<file path="config.mk">
export PLATFORM = sky130hd
export DESIGN_NAME = isa_primary_agent
export DESIGN_NICKNAME = d
export VERILOG_FILES = /design/src/common/isa_pkg.sv /design/src/common/isa_steer_if.sv /design/src/hdl/isa_byte_steer.sv /design/src/hdl/isa_primary_agent.sv
export SDC_FILE = /design/constraint.sdc
export NUM_CORES = 1
export LEC_CHECK = 0
export BUFFER_PORTS_ARGS = -buffer_cell sky130_fd_sc_hd__buf_4
export CAP_MARGIN = 20
export CORE_UTILIZATION = 35
export DETAILED_ROUTE_END_ITERATION = 16
export GPL_ROUTABILITY_DRIVEN = 1
export GPL_TIMING_DRIVEN = 0
export HOLD_SLACK_MARGIN = 0.08
export PLACE_DENSITY = 0.67
export SETUP_SLACK_MARGIN = 0.1
export SLEW_MARGIN = 20
export SYNTH_ARGS = -nofsm -noshare
export SYNTH_HDL_FRONTEND = slang
export SYNTH_SLANG_ARGS = --single-unit
</file>
<file path="constraint.sdc">
create_clock -name core_clk_in -period 4.85 [get_ports core_clk_in]
set_input_delay 0.2425 -clock core_clk_in [delete_from_list [all_inputs] [get_ports core_clk_in]]
set_output_delay 0.2425 -clock core_clk_in [all_outputs]
set_load 0.005 [all_outputs]
</file>
<file path="src/common/isa_pkg.sv">
// constants and types for the primary requester address/data path
package isa_pkg;

    // ------------------------------------------------------------
    // clock and timing
    // ------------------------------------------------------------
    localparam int CLK_PERIOD_NS = 100;
    localparam int STROBE_TIME_NS = 300;
    localparam int XFER_TIME_NS = 500;
    localparam int STROBE_CLKS = (STROBE_TIME_NS + CLK_PERIOD_NS - 1) / CLK_PERIOD_NS;
    localparam int XFER_CLKS = (XFER_TIME_NS + CLK_PERIOD_NS - 1) / CLK_PERIOD_NS;
    localparam int CNT_W = 4;

    // ------------------------------------------------------------
    // bus geometry
    // ------------------------------------------------------------
    localparam int MEM_ADDR_BITS = 24;
    localparam int IO_ADDR_BITS = 16;
    localparam int LATCHED_BITS = 20;
    localparam int UPPER_LSB = 17;
    localparam int UPPER_BITS = MEM_ADDR_BITS - UPPER_LSB;
    localparam int DATA_BITS = 16;
    localparam int BYTE_BITS = 8;
    localparam int ROW_BITS = 8;
    localparam int MAX_AGENTS = 5;
    localparam int MAX_FAR_AGENTS = MAX_AGENTS - 1;

    // ------------------------------------------------------------
    // reset values
    // ------------------------------------------------------------
    localparam logic [LATCHED_BITS-1:0] SYNC_RESET = 20'hF0000;
    localparam logic [ROW_BITS-1:0] ROW_RESET = 8'h00;

    typedef enum logic [1:0] {KIND_MEM, KIND_IO, KIND_DMA, KIND_REFRESH} cycle_kind_e;
    typedef enum logic [1:0] {OWN_CPU, OWN_DMA, OWN_SECONDARY} bus_owner_e;

endpackage

</file>
<file path="src/common/isa_steer_if.sv">
// signals between the cycle sequencer and the byte steering logic
`timescale 1ns/10ps
interface isa_steer_if;
    logic odd;
    logic word;
    logic narrow;
    logic second;
    logic [isa_pkg::DATA_BITS-1:0] wdata;
    logic [isa_pkg::DATA_BITS-1:0] pin_din;
    logic [isa_pkg::DATA_BITS-1:0] pin_dout;
    logic high_en_n;
    logic [isa_pkg::BYTE_BITS-1:0] rd_byte;

    modport ctrl (
        output odd, word, narrow, second, wdata, pin_din,
        input pin_dout, high_en_n, rd_byte
    );
    modport steer (
        input odd, word, narrow, second, wdata, pin_din,
        output pin_dout, high_en_n, rd_byte
    );
endinterface

</file>
<file path="src/hdl/isa_byte_steer.sv">
// byte lane steering between a 16-bit requester and 8- or 16-bit repliers
`timescale 1ns/10ps
module isa_byte_steer (
    // steering controls and lanes
    isa_steer_if.steer st
);
    // ------------------------------------------------------------
    // lane selection
    // ------------------------------------------------------------
    wire odd_lane = st.odd | st.second;
    wire wide_word = st.word & ~st.narrow;
    wire [7:0] wr_byte = odd_lane ? st.wdata[15:8] : st.wdata[7:0];
    wire [15:0] byte_lanes_wide = odd_lane ? {wr_byte, 8'h00} : {8'h00, wr_byte};
    // narrow replier sits on the low lanes only; odd byte copied upward
    wire [15:0] byte_lanes_narrow = odd_lane ? {wr_byte, wr_byte} : {8'h00, wr_byte};

    assign st.pin_dout = wide_word ? st.wdata : (st.narrow ? byte_lanes_narrow : byte_lanes_wide);
    // high lanes carry data on odd bytes and full words
    assign st.high_en_n = ~(odd_lane | wide_word);
    assign st.rd_byte = (st.narrow || !odd_lane) ? st.pin_din[7:0] : st.pin_din[15:8];

endmodule // isa_byte_steer

</file>
<file path="src/hdl/isa_primary_agent.sv">
// address and data path of the primary requester on a 16-bit expansion bus
//
// Rules of the document for this bus
// secondary requesters must have 16-bit interfaces
// replying agents never start a cycle
// at most five agents, one primary
// memory 24 address bits, I/O 16
// primary refreshes, also for owning secondary
// latched low 20 bits valid with strobe
// I/O cycles drive latched bits 19:16 low
// refresh drives row, all other address zero
// upper unlatched address driven, zero for I/O
// secondary holds upper address, primary strobes
// 16-bit repliers decode upper address lines
// high byte enable marks upper lane data
// primary drives strobe, latches own address
// agents treat strobe as level sensitive
// strobe asserted on every DMA cycle
// DMA address enable only when DMA owns
// others float address when enable asserted
// DMA address valid with enable and strobe
// 8-bit repliers use low data lanes
// odd byte to 8-bit copied onto high
// word to 8-bit splits into two cycles
// data lines floated during refresh
`timescale 1ns/10ps
module isa_primary_agent #(
    parameter int AGENT_SLOTS = isa_pkg::MAX_FAR_AGENTS
) (
    // clock, enable and reset
    input logic core_clk_in,
    input logic ce_in,
    input logic reset_in,
    // local request port
    input logic req_valid_in,
    output logic req_ready_out,
    input isa_pkg::cycle_kind_e req_kind_in,
    input logic [isa_pkg::MEM_ADDR_BITS-1:0] req_addr_in,
    input logic req_word_in,
    input logic req_write_in,
    input logic [isa_pkg::DATA_BITS-1:0] req_wdata_in,
    output logic resp_valid_out,
    output logic [isa_pkg::DATA_BITS-1:0] resp_rdata_out,
    // bus ownership from the local arbiter
    input isa_pkg::bus_owner_e owner_in,
    // address group pins
    output logic [isa_pkg::LATCHED_BITS-1:0] latched_address_out,
    output logic latched_address_oe_out,
    output logic [isa_pkg::UPPER_BITS-1:0] unlatched_upper_address_out,
    output logic unlatched_upper_address_oe_out,
    output logic address_latch_strobe_out,
    output logic dma_address_enable_out,
    output logic high_byte_enable_n_out,
    output logic high_byte_enable_oe_out,
    // data group pins
    input logic [isa_pkg::DATA_BITS-1:0] data_in,
    output logic [isa_pkg::DATA_BITS-1:0] data_out,
    output logic data_oe_out,
    // width selects and secondary requester pins
    input logic wide_memory_select_n_in,
    input logic wide_io_select_n_in,
    input logic secondary_cycle_n_in,
    input logic secondary_refresh_n_in
);

    typedef enum logic [1:0] {ST_IDLE, ST_STROBE, ST_XFER} seq_state_e;

    // ------------------------------------------------------------
    // address formation
    // ------------------------------------------------------------
    function automatic logic [isa_pkg::MEM_ADDR_BITS-1:0] form_address(
        input isa_pkg::cycle_kind_e k,
        input logic [isa_pkg::MEM_ADDR_BITS-1:0] a,
        input logic [isa_pkg::ROW_BITS-1:0] r
    );
        logic [isa_pkg::MEM_ADDR_BITS-1:0] f;
        f = a;
        if (k == isa_pkg::KIND_IO) begin
            f = {8'h00, a[isa_pkg::IO_ADDR_BITS-1:0]};
        end else if (k == isa_pkg::KIND_REFRESH) begin
            f = {16'h0000, r};
        end
        return f;
    endfunction

    // ------------------------------------------------------------
    // pin synchronisers
    // ------------------------------------------------------------
    logic [isa_pkg::LATCHED_BITS-1:0] sync_meta;
    logic [isa_pkg::LATCHED_BITS-1:0] sync_stage;
    logic [1:0] sec_prev;
    wire [isa_pkg::LATCHED_BITS-1:0] pin_raw = {secondary_refresh_n_in, secondary_cycle_n_in,
                                                wide_io_select_n_in, wide_memory_select_n_in, data_in};

    always_ff @(posedge core_clk_in or posedge reset_in) begin
        if (reset_in) begin
            sync_meta <= isa_pkg::SYNC_RESET;
            sync_stage <= isa_pkg::SYNC_RESET;
            sec_prev <= 2'h3;
        end else if (ce_in) begin
            sync_meta <= pin_raw;
            sync_stage <= sync_meta;
            sec_prev <= sync_stage[19:18];
        end
    end

    wire [isa_pkg::DATA_BITS-1:0] data_sync = sync_stage[15:0];
    wire wide_mem_n_sync = sync_stage[16];
    wire wide_io_n_sync = sync_stage[17];
    wire sec_owns = (owner_in == isa_pkg::OWN_SECONDARY);
    wire sec_cycle_start = sec_owns && sec_prev[0] && !sync_stage[18];
    wire sec_refresh_start = sec_owns && sec_prev[1] && !sync_stage[19];

    // ------------------------------------------------------------
    // sequencer state
    // ------------------------------------------------------------
    seq_state_e state;
    isa_pkg::cycle_kind_e kind;
    logic [isa_pkg::MEM_ADDR_BITS-1:0] addr;
    logic [isa_pkg::CNT_W-1:0] cnt;
    logic [isa_pkg::ROW_BITS-1:0] row;
    logic [isa_pkg::DATA_BITS-1:0] wdata;
    logic [isa_pkg::DATA_BITS-1:0] rdata;
    logic word;
    logic write;
    logic narrow;
    logic second;
    logic sec_pass;
    logic sec_ref;
    logic addr_oe;
    logic strobe;
    logic data_oe;
    logic [isa_pkg::DATA_BITS-1:0] dout;
    logic resp_valid;
    logic dma_address_enable;

    isa_steer_if st ();

    isa_byte_steer u_steer (
        .st(st.steer)
    );

    assign st.odd = addr[0];
    assign st.word = word;
    assign st.second = second;
    assign st.wdata = wdata;
    assign st.pin_din = data_sync;

    // ------------------------------------------------------------
    // request acceptance and sequencing events
    // ------------------------------------------------------------
    wire idle = (state == ST_IDLE);
    wire kind_allowed = (owner_in == isa_pkg::OWN_CPU) ? (req_kind_in != isa_pkg::KIND_DMA) :
                        (owner_in == isa_pkg::OWN_DMA) ? (req_kind_in == isa_pkg::KIND_DMA ||
                                                          req_kind_in == isa_pkg::KIND_REFRESH) : 1'b0;
    assign req_ready_out = idle && ce_in && kind_allowed;
    wire accept = req_valid_in && req_ready_out;
    wire start_sref = idle && sec_refresh_start;
    wire start_spass = idle && sec_cycle_start && !sec_refresh_start;
    wire strobe_last = (state == ST_STROBE) && (cnt == '0);
    wire xfer_last = (state == ST_XFER) && (cnt == '0);
    wire split_next = xfer_last && word && narrow && !second;
    wire enter_strobe = accept || start_sref || start_spass || split_next;
    wire enter_xfer = strobe_last && !sec_pass;
    wire finish = (xfer_last && !split_next) || (strobe_last && sec_pass);
    wire sampled_narrow = (kind == isa_pkg::KIND_IO) ? wide_io_n_sync :
                          (kind == isa_pkg::KIND_REFRESH) ? 1'b0 : wide_mem_n_sync;
    assign st.narrow = (strobe_last && !second) ? sampled_narrow : narrow;

    seq_state_e next_state;
    assign next_state = enter_strobe ? ST_STROBE : (enter_xfer ? ST_XFER : (finish ? ST_IDLE : state));

    logic [isa_pkg::CNT_W-1:0] next_cnt;
    assign next_cnt = enter_strobe ? isa_pkg::CNT_W'(isa_pkg::STROBE_CLKS - 1) :
                      enter_xfer ? isa_pkg::CNT_W'(isa_pkg::XFER_CLKS - 1) :
                      (cnt != '0) ? cnt - 1'b1 : cnt;

    logic [isa_pkg::DATA_BITS-1:0] next_rdata;
    assign next_rdata = (word && !narrow) ? data_sync :
                        !word ? {st.rd_byte, st.rd_byte} :
                        second ? {st.rd_byte, rdata[7:0]} : {rdata[15:8], st.rd_byte};

    // ------------------------------------------------------------
    // sequencer registers
    // ------------------------------------------------------------
    always_ff @(posedge core_clk_in or posedge reset_in) begin
        if (reset_in) begin
            state <= ST_IDLE;
            cnt <= '0;
        end else if (ce_in) begin
            state <= next_state;
            cnt <= next_cnt;
        end
    end

    always_ff @(posedge core_clk_in or posedge reset_in) begin
        if (reset_in) begin
            kind <= isa_pkg::KIND_MEM;
            addr <= '0;
            word <= 1'b0;
            write <= 1'b0;
            wdata <= '0;
            sec_ref <= 1'b0;
        end else if (ce_in) begin
            if (accept) begin
                kind <= req_kind_in;
                addr <= form_address(req_kind_in, req_addr_in, row);
                word <= req_word_in && (req_kind_in != isa_pkg::KIND_REFRESH);
                write <= req_write_in && (req_kind_in != isa_pkg::KIND_REFRESH);
                wdata <= req_wdata_in;
                sec_ref <= 1'b0;
            end else if (start_sref) begin
                kind <= isa_pkg::KIND_REFRESH;
                addr <= form_address(isa_pkg::KIND_REFRESH, '0, row);
                word <= 1'b0;
                write <= 1'b0;
                sec_ref <= 1'b1;
            end else if (split_next) begin
                addr <= form_address(kind, addr | 24'h000001, row);
            end
        end
    end

    always_ff @(posedge core_clk_in or posedge reset_in) begin
        if (reset_in) begin
            second <= 1'b0;
            narrow <= 1'b0;
            sec_pass <= 1'b0;
        end else if (ce_in) begin
            if (accept || start_sref || start_spass) begin
                second <= 1'b0;
                narrow <= 1'b0;
                sec_pass <= start_spass;
            end else if (split_next) begin
                second <= 1'b1;
            end else if (strobe_last && !second) begin
                narrow <= sampled_narrow;
            end
        end
    end

    // ------------------------------------------------------------
    // pin drivers
    // ------------------------------------------------------------
    always_ff @(posedge core_clk_in or posedge reset_in) begin
        if (reset_in) begin
            strobe <= 1'b0;
            addr_oe <= 1'b0;
            dma_address_enable <= 1'b0;
        end else if (ce_in) begin
            // strobe for own, DMA, refresh and secondary cycles alike
            strobe <= enter_strobe || (strobe && !strobe_last);
            addr_oe <= accept || start_sref || (addr_oe && !finish);
            dma_address_enable <= (owner_in == isa_pkg::OWN_DMA);
        end
    end

    always_ff @(posedge core_clk_in or posedge reset_in) begin
        if (reset_in) begin
            data_oe <= 1'b0;
            dout <= '0;
        end else if (ce_in) begin
            // never drives the data lanes in a refresh
            data_oe <= (enter_xfer && write && kind != isa_pkg::KIND_REFRESH) || (data_oe && !xfer_last);
            if (enter_xfer) begin
                dout <= st.pin_dout;
            end
        end
    end

    always_ff @(posedge core_clk_in or posedge reset_in) begin
        if (reset_in) begin
            rdata <= '0;
            resp_valid <= 1'b0;
            row <= isa_pkg::ROW_RESET;
        end else if (ce_in) begin
            resp_valid <= xfer_last && !split_next && !sec_ref;
            if (xfer_last && !write && kind != isa_pkg::KIND_REFRESH) begin
                rdata <= next_rdata;
            end
            if (xfer_last && kind == isa_pkg::KIND_REFRESH) begin
                row <= row + 1'b1;
            end
        end
    end

    assign latched_address_out = addr[isa_pkg::LATCHED_BITS-1:0];
    assign latched_address_oe_out = addr_oe;
    assign unlatched_upper_address_out = addr[isa_pkg::MEM_ADDR_BITS-1:isa_pkg::UPPER_LSB];
    assign unlatched_upper_address_oe_out = addr_oe;
    assign address_latch_strobe_out = strobe;
    assign dma_address_enable_out = dma_address_enable;
    assign high_byte_enable_n_out = st.high_en_n | (kind == isa_pkg::KIND_REFRESH);
    assign high_byte_enable_oe_out = addr_oe;
    assign data_out = dout;
    assign data_oe_out = data_oe;
    assign resp_valid_out = resp_valid;
    assign resp_rdata_out = rdata;
endmodule // isa_primary_agent

</file>
==> impl_metrics.ini, run 1 <==
[run_status]
status = finished, final reports clean

[pwr]
p_comb_frac = 0.218
p_leak_nw = 4.13
p_sw_w = 0.00107
vdd_drop_max_mv = 0.274
p_sw_frac = 0.275
p_int_w = 0.00283
p_clk_frac = 0.366
cellPowerDensity_nw_per_um2 = 448
p_total_w = 0.00390
seq_power_share = 0.416

[logic_synthesis]
synth_top_family_by_area = multiplexers
synth_adder_area_share = 0.00612
synth-warning-count = 0
yosys.area.top_type = dfrtp_1
synthMuxAreaShare = 0.147
synth.avg_cell_area_sq_um = 12.2
syn_area_sq_um = 6140
synthSimpleGateAreaFrac = 0.122
synth_xor_area_frac = 0.00999
synth_nets = 577
synth_compound_area_frac = 0.113
synth_top_area_frac = 0.534
synth-main-ff-cell = dfrtp_1
seq_area_frac_synth = 0.577
synthesis.instances = 504
yosys_register_bits = 141
synth.area.top_cells = dfrtp_1 53%, mux2_2 11%, nand2_1 5.0%
synth_edf_count = 0
async_reset_ff_frac = 1.00
synthDistinctLibCells = 58

[sta]
worstMarginPinSlew_ps = 830
clock-skew-final_ps = 9.31
slew_headroom = 0.443
timing.final.crit_period_ps = 2950
finalSetupViolations = 0
slew_viol_final = 0
finalSetupTns_ps = 0
timing.hold.ws_ps = 132
fmax_ghz = 0.340
fin_crit_sh = 0.607
rsz0062_at_grt = no
finalHoldViolations = 0

[cells_and_area]
area_growth_pct = 41.7
nFillCells = 1466
layout-drive-gt1-share = 0.349
final_core_util = 0.505
final_nets = 790
antennaDiodeCount = 0

[flow_run]
drv_cap = 0

[routing]
wl_per_cell_um = 17.3
via_per_inst = 5.16
postRouteAntennaNets = 0
dr_total_vias = 4927
drc_errors = 0
drtIter0Drc = 258
first_pass_iters = 4
routed_wl_mm = 16.5

[clocking]
clock_latency_ps = 420
numCtsBuffers = 17
clockRootBuffer = clkbuf_16
cts_htree_levels = 4
cts.sinks = 141
cts_tree = yes
cts_setup_buffers = 0
clockBufferDepth = 2
clkTransAtPathRegs_ps = 50

[worst_setup_path]
criticalPathCategory = flop to output port
arrival_ps = 2700
cp.required_ps = 4610
critPathLaunchType = flop
worst-path-max-fanout = 6
critPathCaptureType = output port
reg2reg_slack_ps = 2050

[grt]
grt.overflow.total = 0
grtUsageTotal = 0.193
grt_max_degree = 79
grt_antenna_before_repair = 0
grt_pass1_vias = 5134
grt_pass1_wl_mm = 26.6

[placement]
gp_congestion = 0.863
dp_hpwl_mm = 11.1
numPortBuffers = 137

[die]
die_y_um = 134
start_util = 0.356
core.rowCount = 48
ioPinCount = 138
die-area_sq_um = 18100
core_sq_um = 17200
fp.dieW_um = 134

[min_path]
hold_class = primary input to flop
==> routing by layer <==
metal | GRT usage | routed length [um] | up-vias
met4 | 0.0874 | 297 | 0
met5 | 0 | 0 | -
met2 | 0.320 | 8230 | 173
met3 | 0.0646 | 1180 | 24
li1 | - | - | 2262
met1 | 0.227 | 6820 | 2468
==> metrics by stage <==
step	instances	setup WS [ps]	cell area [sq um]
2_1_floorplan	504	843	6140
3_3_place_gp	866	-569	7450
3_5_place_dp	867	2100	7480
4_1_cts	955	1930	8700
5_1_grt	955	1730	8700
6_report	955	1900	8700
==> registers in the layout (all words and copies together) (netlist names), 4 cells and up <==
| signal | count |
|---|---|
| addr | 24 |
| cnt | 4 |
| data_out | 16 |
| resp_rdata_out | 16 |
| row | 8 |
| st.wdata | 16 |
| sync_meta | 20 |
| sync_stage | 20 |
==> layout by cell type (no fill, tap or decap), types with 5 or more instances in the layout <==
| master | Yosys | layout |
|---|---|---|
| o221ai_1 | 17 | 17 |
| nand2_1 | 81 | 81 |
| mux2_1 | 13 | 13 |
| nand3_1 | 13 | 13 |
| a22o_1 | 18 | 18 |
| clkbuf_16 | 0 | 17 |
| mux2i_1 | 8 | 8 |
| a22oi_1 | 8 | 8 |
| o21ai_0 | 13 | 13 |
| xnor2_1 | 5 | 5 |
| dfstp_2 | 10 | 10 |
| buf_4 | 6 | 143 |
| dlygate4sd3_1 | 0 | 56 |
| nor2_1 | 10 | 10 |
| clkbuf_1 | 14 | 16 |
| nand4_1 | 5 | 5 |
| a21oi_1 | 7 | 7 |
| mux2_2 | 60 | 60 |
| dfrtp_1 | 131 | 131 |
| o21ai_1 | 10 | 10 |
| inv_1 | 8 | 7 |
| clkbuf_8 | 0 | 5 |
==> power by group through the flow <==
stage          registers [W]  clock network (W)  logic (W)
2_1_floorplan        0.00158                  0   0.000444
3_3_place_gp         0.00162                  0   0.000777
3_5_place_dp         0.00163                  0   0.000812
4_1_cts              0.00161            0.00145   0.000855
5_1_grt              0.00165            0.00152   0.000933
6_report             0.00162            0.00143   0.000850
==> repair_timing <==
action | 4_1_cts | 5_1_grt
hold buffers | 56 | 0
resized for setup | 0 | 0
hold endpoints to repair | 108 | 0
==> worst paths after layout <==
kind,start,end,cells after the start
setup / recovery,cnt[0],high_byte_enable_n_out,8
hold / removal,req_kind_in[1],kind[1],2
setup reg to reg,cnt[0],data_out[2],7
hold reg to reg,sec_ref,resp_valid_out,1
max in group asynchronous,reset_in,sync_stage[14],4
min in group asynchronous,reset_in,addr[8],3
==> synthesized netlist by cell type, drive strengths merged (4+ instances only) <==
master	number
dfrtp	131
nand2	81
mux2	73
o21ai	23
a22o	18
o221ai	17
clkbuf	14
nand3	13
buf	11
nor2	11
dfstp	10
a21oi	9
a22oi	8
inv	8
mux2i	8
nand4	5
xnor2	5
nand2b	4
nor2b	4
nor3	4
==> critical path, stage by stage (launching register included) <==
cell and delay [ps]:
dfrtp_1 410, inv_1 100, ha_1 220, nor3b_1 630, and4_1 460, o21ai_1 160, nand2_1 90, nand2_1 60
buf_4 140
==> final cells by class <==
| type | count | area, sq um | share of cell area |
|---|---|---|---|
| clock inverter | 8 | 153 | 0.0176 |
| timing repair buffer | 194 | 1620 | 0.186 |
| sequential | 141 | 3540 | 0.407 |
| multi-input combinational | 330 | 2440 | 0.281 |
| inverter | 8 | 37.5 | 0.00432 |
| buffer | 25 | 125 | 0.0144 |
| tap | 225 | 282 | 0.0324 |
| clock buffer | 24 | 502 | 0.0577 |
==> logic make-up after synthesis <==
group	after synthesis
simple gates	147
buf+inv	33
mux	81
xor+xnor	7
flops	141
fa+ha+maj	3
compound gates	92
Power figures use the tool's default switching activity.
==> inputs of run 2 (changes only) <==
==> constraint.sdc (replaced) <==
create_clock -name core_clk_in -period 3.1 [get_ports core_clk_in]
set_input_delay 0.155 -clock core_clk_in [delete_from_list [all_inputs] [get_ports core_clk_in]]
set_output_delay 0.155 -clock core_clk_in [all_outputs]
set_load 0.005 [all_outputs]
==> run 2 against run 1 <==
  * Clock power is 39% higher
  * Via count is 0.10% higher
  * Combinational power is 60% higher
  * Register-to-register slack worse by 1600 ps
  * Sequential power is 56% higher
  * Critical path depth stayed put
  * Global-route usage is 0.23 points lower
  * Worst setup slack worse by 1600 ps
  * Die area stayed put
  * Non-clock buffer count is 11 higher
  * Total power is 51% higher
  * Routed wire length is 0.64% lower
  * Largest cell class unchanged
  * Largest power group unchanged
  * Highest routed layer unchanged
==> impl_metrics.ini, run 2 (synthesis results as in run 1) <==
[run_status]
status = finished, final reports clean

[worst_setup_path]
critical_path.slowest_cell = nor3b_1
worst-path-max-fanout = 6
r2r_cells = 7
critPathCaptureType = output port
r2r_start = cnt[0]
cp.required_ps = 2940
critPathBufInv = 2
reg2reg_slack_ps = 410
cp_top_family = simple AND/OR/NAND/NOR gates
cp-startpoint = cnt[0]
cp_common_cell = nand2_1
criticalPathCategory = flop to output port
cp_slowest_stage_delay_ps = 570
timing.rr.end = data_out[1]
critPathLaunchType = flop
arrival_ps = 2620
path_depth = 8
crit_path_cell_trace = inv_1 -> ha_1 -> nor3b_1 -> and4_1 -> o21ai_1 -> nand2_1 -> nand2_1 -> buf_4

[placement]
numPortBuffers = 137
dp.cells = 870
gp_congestion = 0.862
dp_hpwl_mm = 11.6

[pwr]
cellPowerDensity_nw_per_um2 = 672
vdd_drop_max_mv = 0.402
p_leak_nw = 4.14

[die]
core.rowCount = 48
core_sq_um = 17200
die_y_um = 134
ioPinCount = 138
die-area_sq_um = 18100
fp.dieW_um = 134
start_util = 0.356

[sta]
finalSetupTns_ps = 0
slew_viol_final = 0
finalSetupViolations = 0
fmax_ghz = 0.360
rsz0062_at_grt = no
worstMarginPinSlew_ps = 849
fin_crit_sh = 0.896
timing.final.crit_period_ps = 2780
finalHoldViolations = 0
timing.hold.ws_ps = 97.0
slew_headroom = 0.430
clock-skew-final_ps = 7.81

[cells_and_area]
area_growth_pct = 42.7
largest_registers = addr: 24 flops, sync_meta: 20 flops, sync_stage: 20 flops
final_core_util = 0.508
largest_register = addr
largest_reg_flops = 24
antennaDiodeCount = 0
nFillCells = 1479
final_nets = 801
final_cells = 965
final_cell_mix = 143 x buf_4, 131 x dfrtp_1, 81 x nand2_1, 64 x dlygate4sd3_1, 60 x mux2_2
layout_commonest_cell = buf_4
layout-drive-gt1-share = 0.347

[clocking]
clkTransAtPathRegs_ps = 50
cts_htree_levels = 4
cts_resized = 0
clockRootBuffer = clkbuf_16
numCtsBuffers = 17
cts_tree = yes
clock_latency_ps = 420
cts.sinks = 141
clockBufferDepth = 2

[grt]
grt_max_degree = 37
grt_antenna_before_repair = 0
grt_pass1_wl_mm = 26.5
grt_pass1_vias = 5175
grt.overflow.total = 0
grtUsageTotal = 0.191

[routing]
drc_errors = 0
dr_total_vias = 4932
drtIter0Drc = 284
wl_per_cell_um = 17.0
first_pass_iters = 5
via_per_inst = 5.11
routed_wl_mm = 16.4
postRouteAntennaNets = 0

[min_path]
hold_end = addr[7]
min_from = req_addr_in[7]
holdPathStages = 3
hold_class = primary input to flop

[flow_run]
drv_cap = 0
[run 2: cell count changes in the layout (fill, tap and decap cells not counted), sizes merged]
cell / change
dlygate4sd3: +8
inv: -1
clkbuf: -2
clkinvlp: +4
buf: +3
bufinv: -2
[run 2: stage by stage]
| step | setup WS (ps) | power, W | instance area [sq um] |
|---|---|---|---|
| after floorplan | 851 | 0.00317 | 6140 |
| after global placement | 397 | 0.00376 | 7450 |
| after detailed placement | 465 | 0.00384 | 7530 |
| after CTS | 368 | 0.00592 | 8760 |
| after global routing | 112 | 0.00620 | 8760 |
| final | 323 | 0.00589 | 8760 |
[run 2: report_power, final]
group | switching (W) | internal, W | leakage, nW
combinational | 0.000601 | 0.000758 | 2.07
clock | 0.000751 | 0.00124 | 0.271
sequential | 0.000309 | 0.00222 | 1.80
[run 2: worst max-delay path by stage]
stage                     slack, ps                      to
after floorplan                 850      resp_rdata_out[10]
after global placement          400           sync_meta[13]
after detailed placement        460             data_out[1]
after CTS                       370  high_byte_enable_n_out
after global routing            110  high_byte_enable_n_out
final                           320  high_byte_enable_n_out
[run 2: repair_timing]
item                      4_1_cts  5_1_grt
hold endpoints to repair      132        0
hold buffers                   64        0
buffers inserted                0        0
[run 2: worst register-to-register path, cell delays in order, from the launching register on]
cell and delay (ps):
dfrtp_1 410, inv_1 90, ha_1 220, nor3b_1 570
a21oi_1 250, o21ai_1 280, nor2b_1 560, o21ai_1 160
[run 2: final cells by class]
type                       instances  area [sq um]  share of cell area
inverter                           8          33.8             0.00386
multi-input combinational        330          2440               0.279
tap                              225           282              0.0322
clock buffer                      22           474              0.0542
timing repair buffer             205          1750               0.200
buffer                            25           125              0.0143
clock inverter                     9           111              0.0127
sequential                       141          3540               0.404
[run 2: routing by layer]
layer  part of all wire  track usage  vias up
li1                   -            -     2273
met1               0.40        0.221     2436
met2               0.51        0.331      195
met3              0.071       0.0578       28
met4              0.020       0.0743        0
met5                  0            0        -
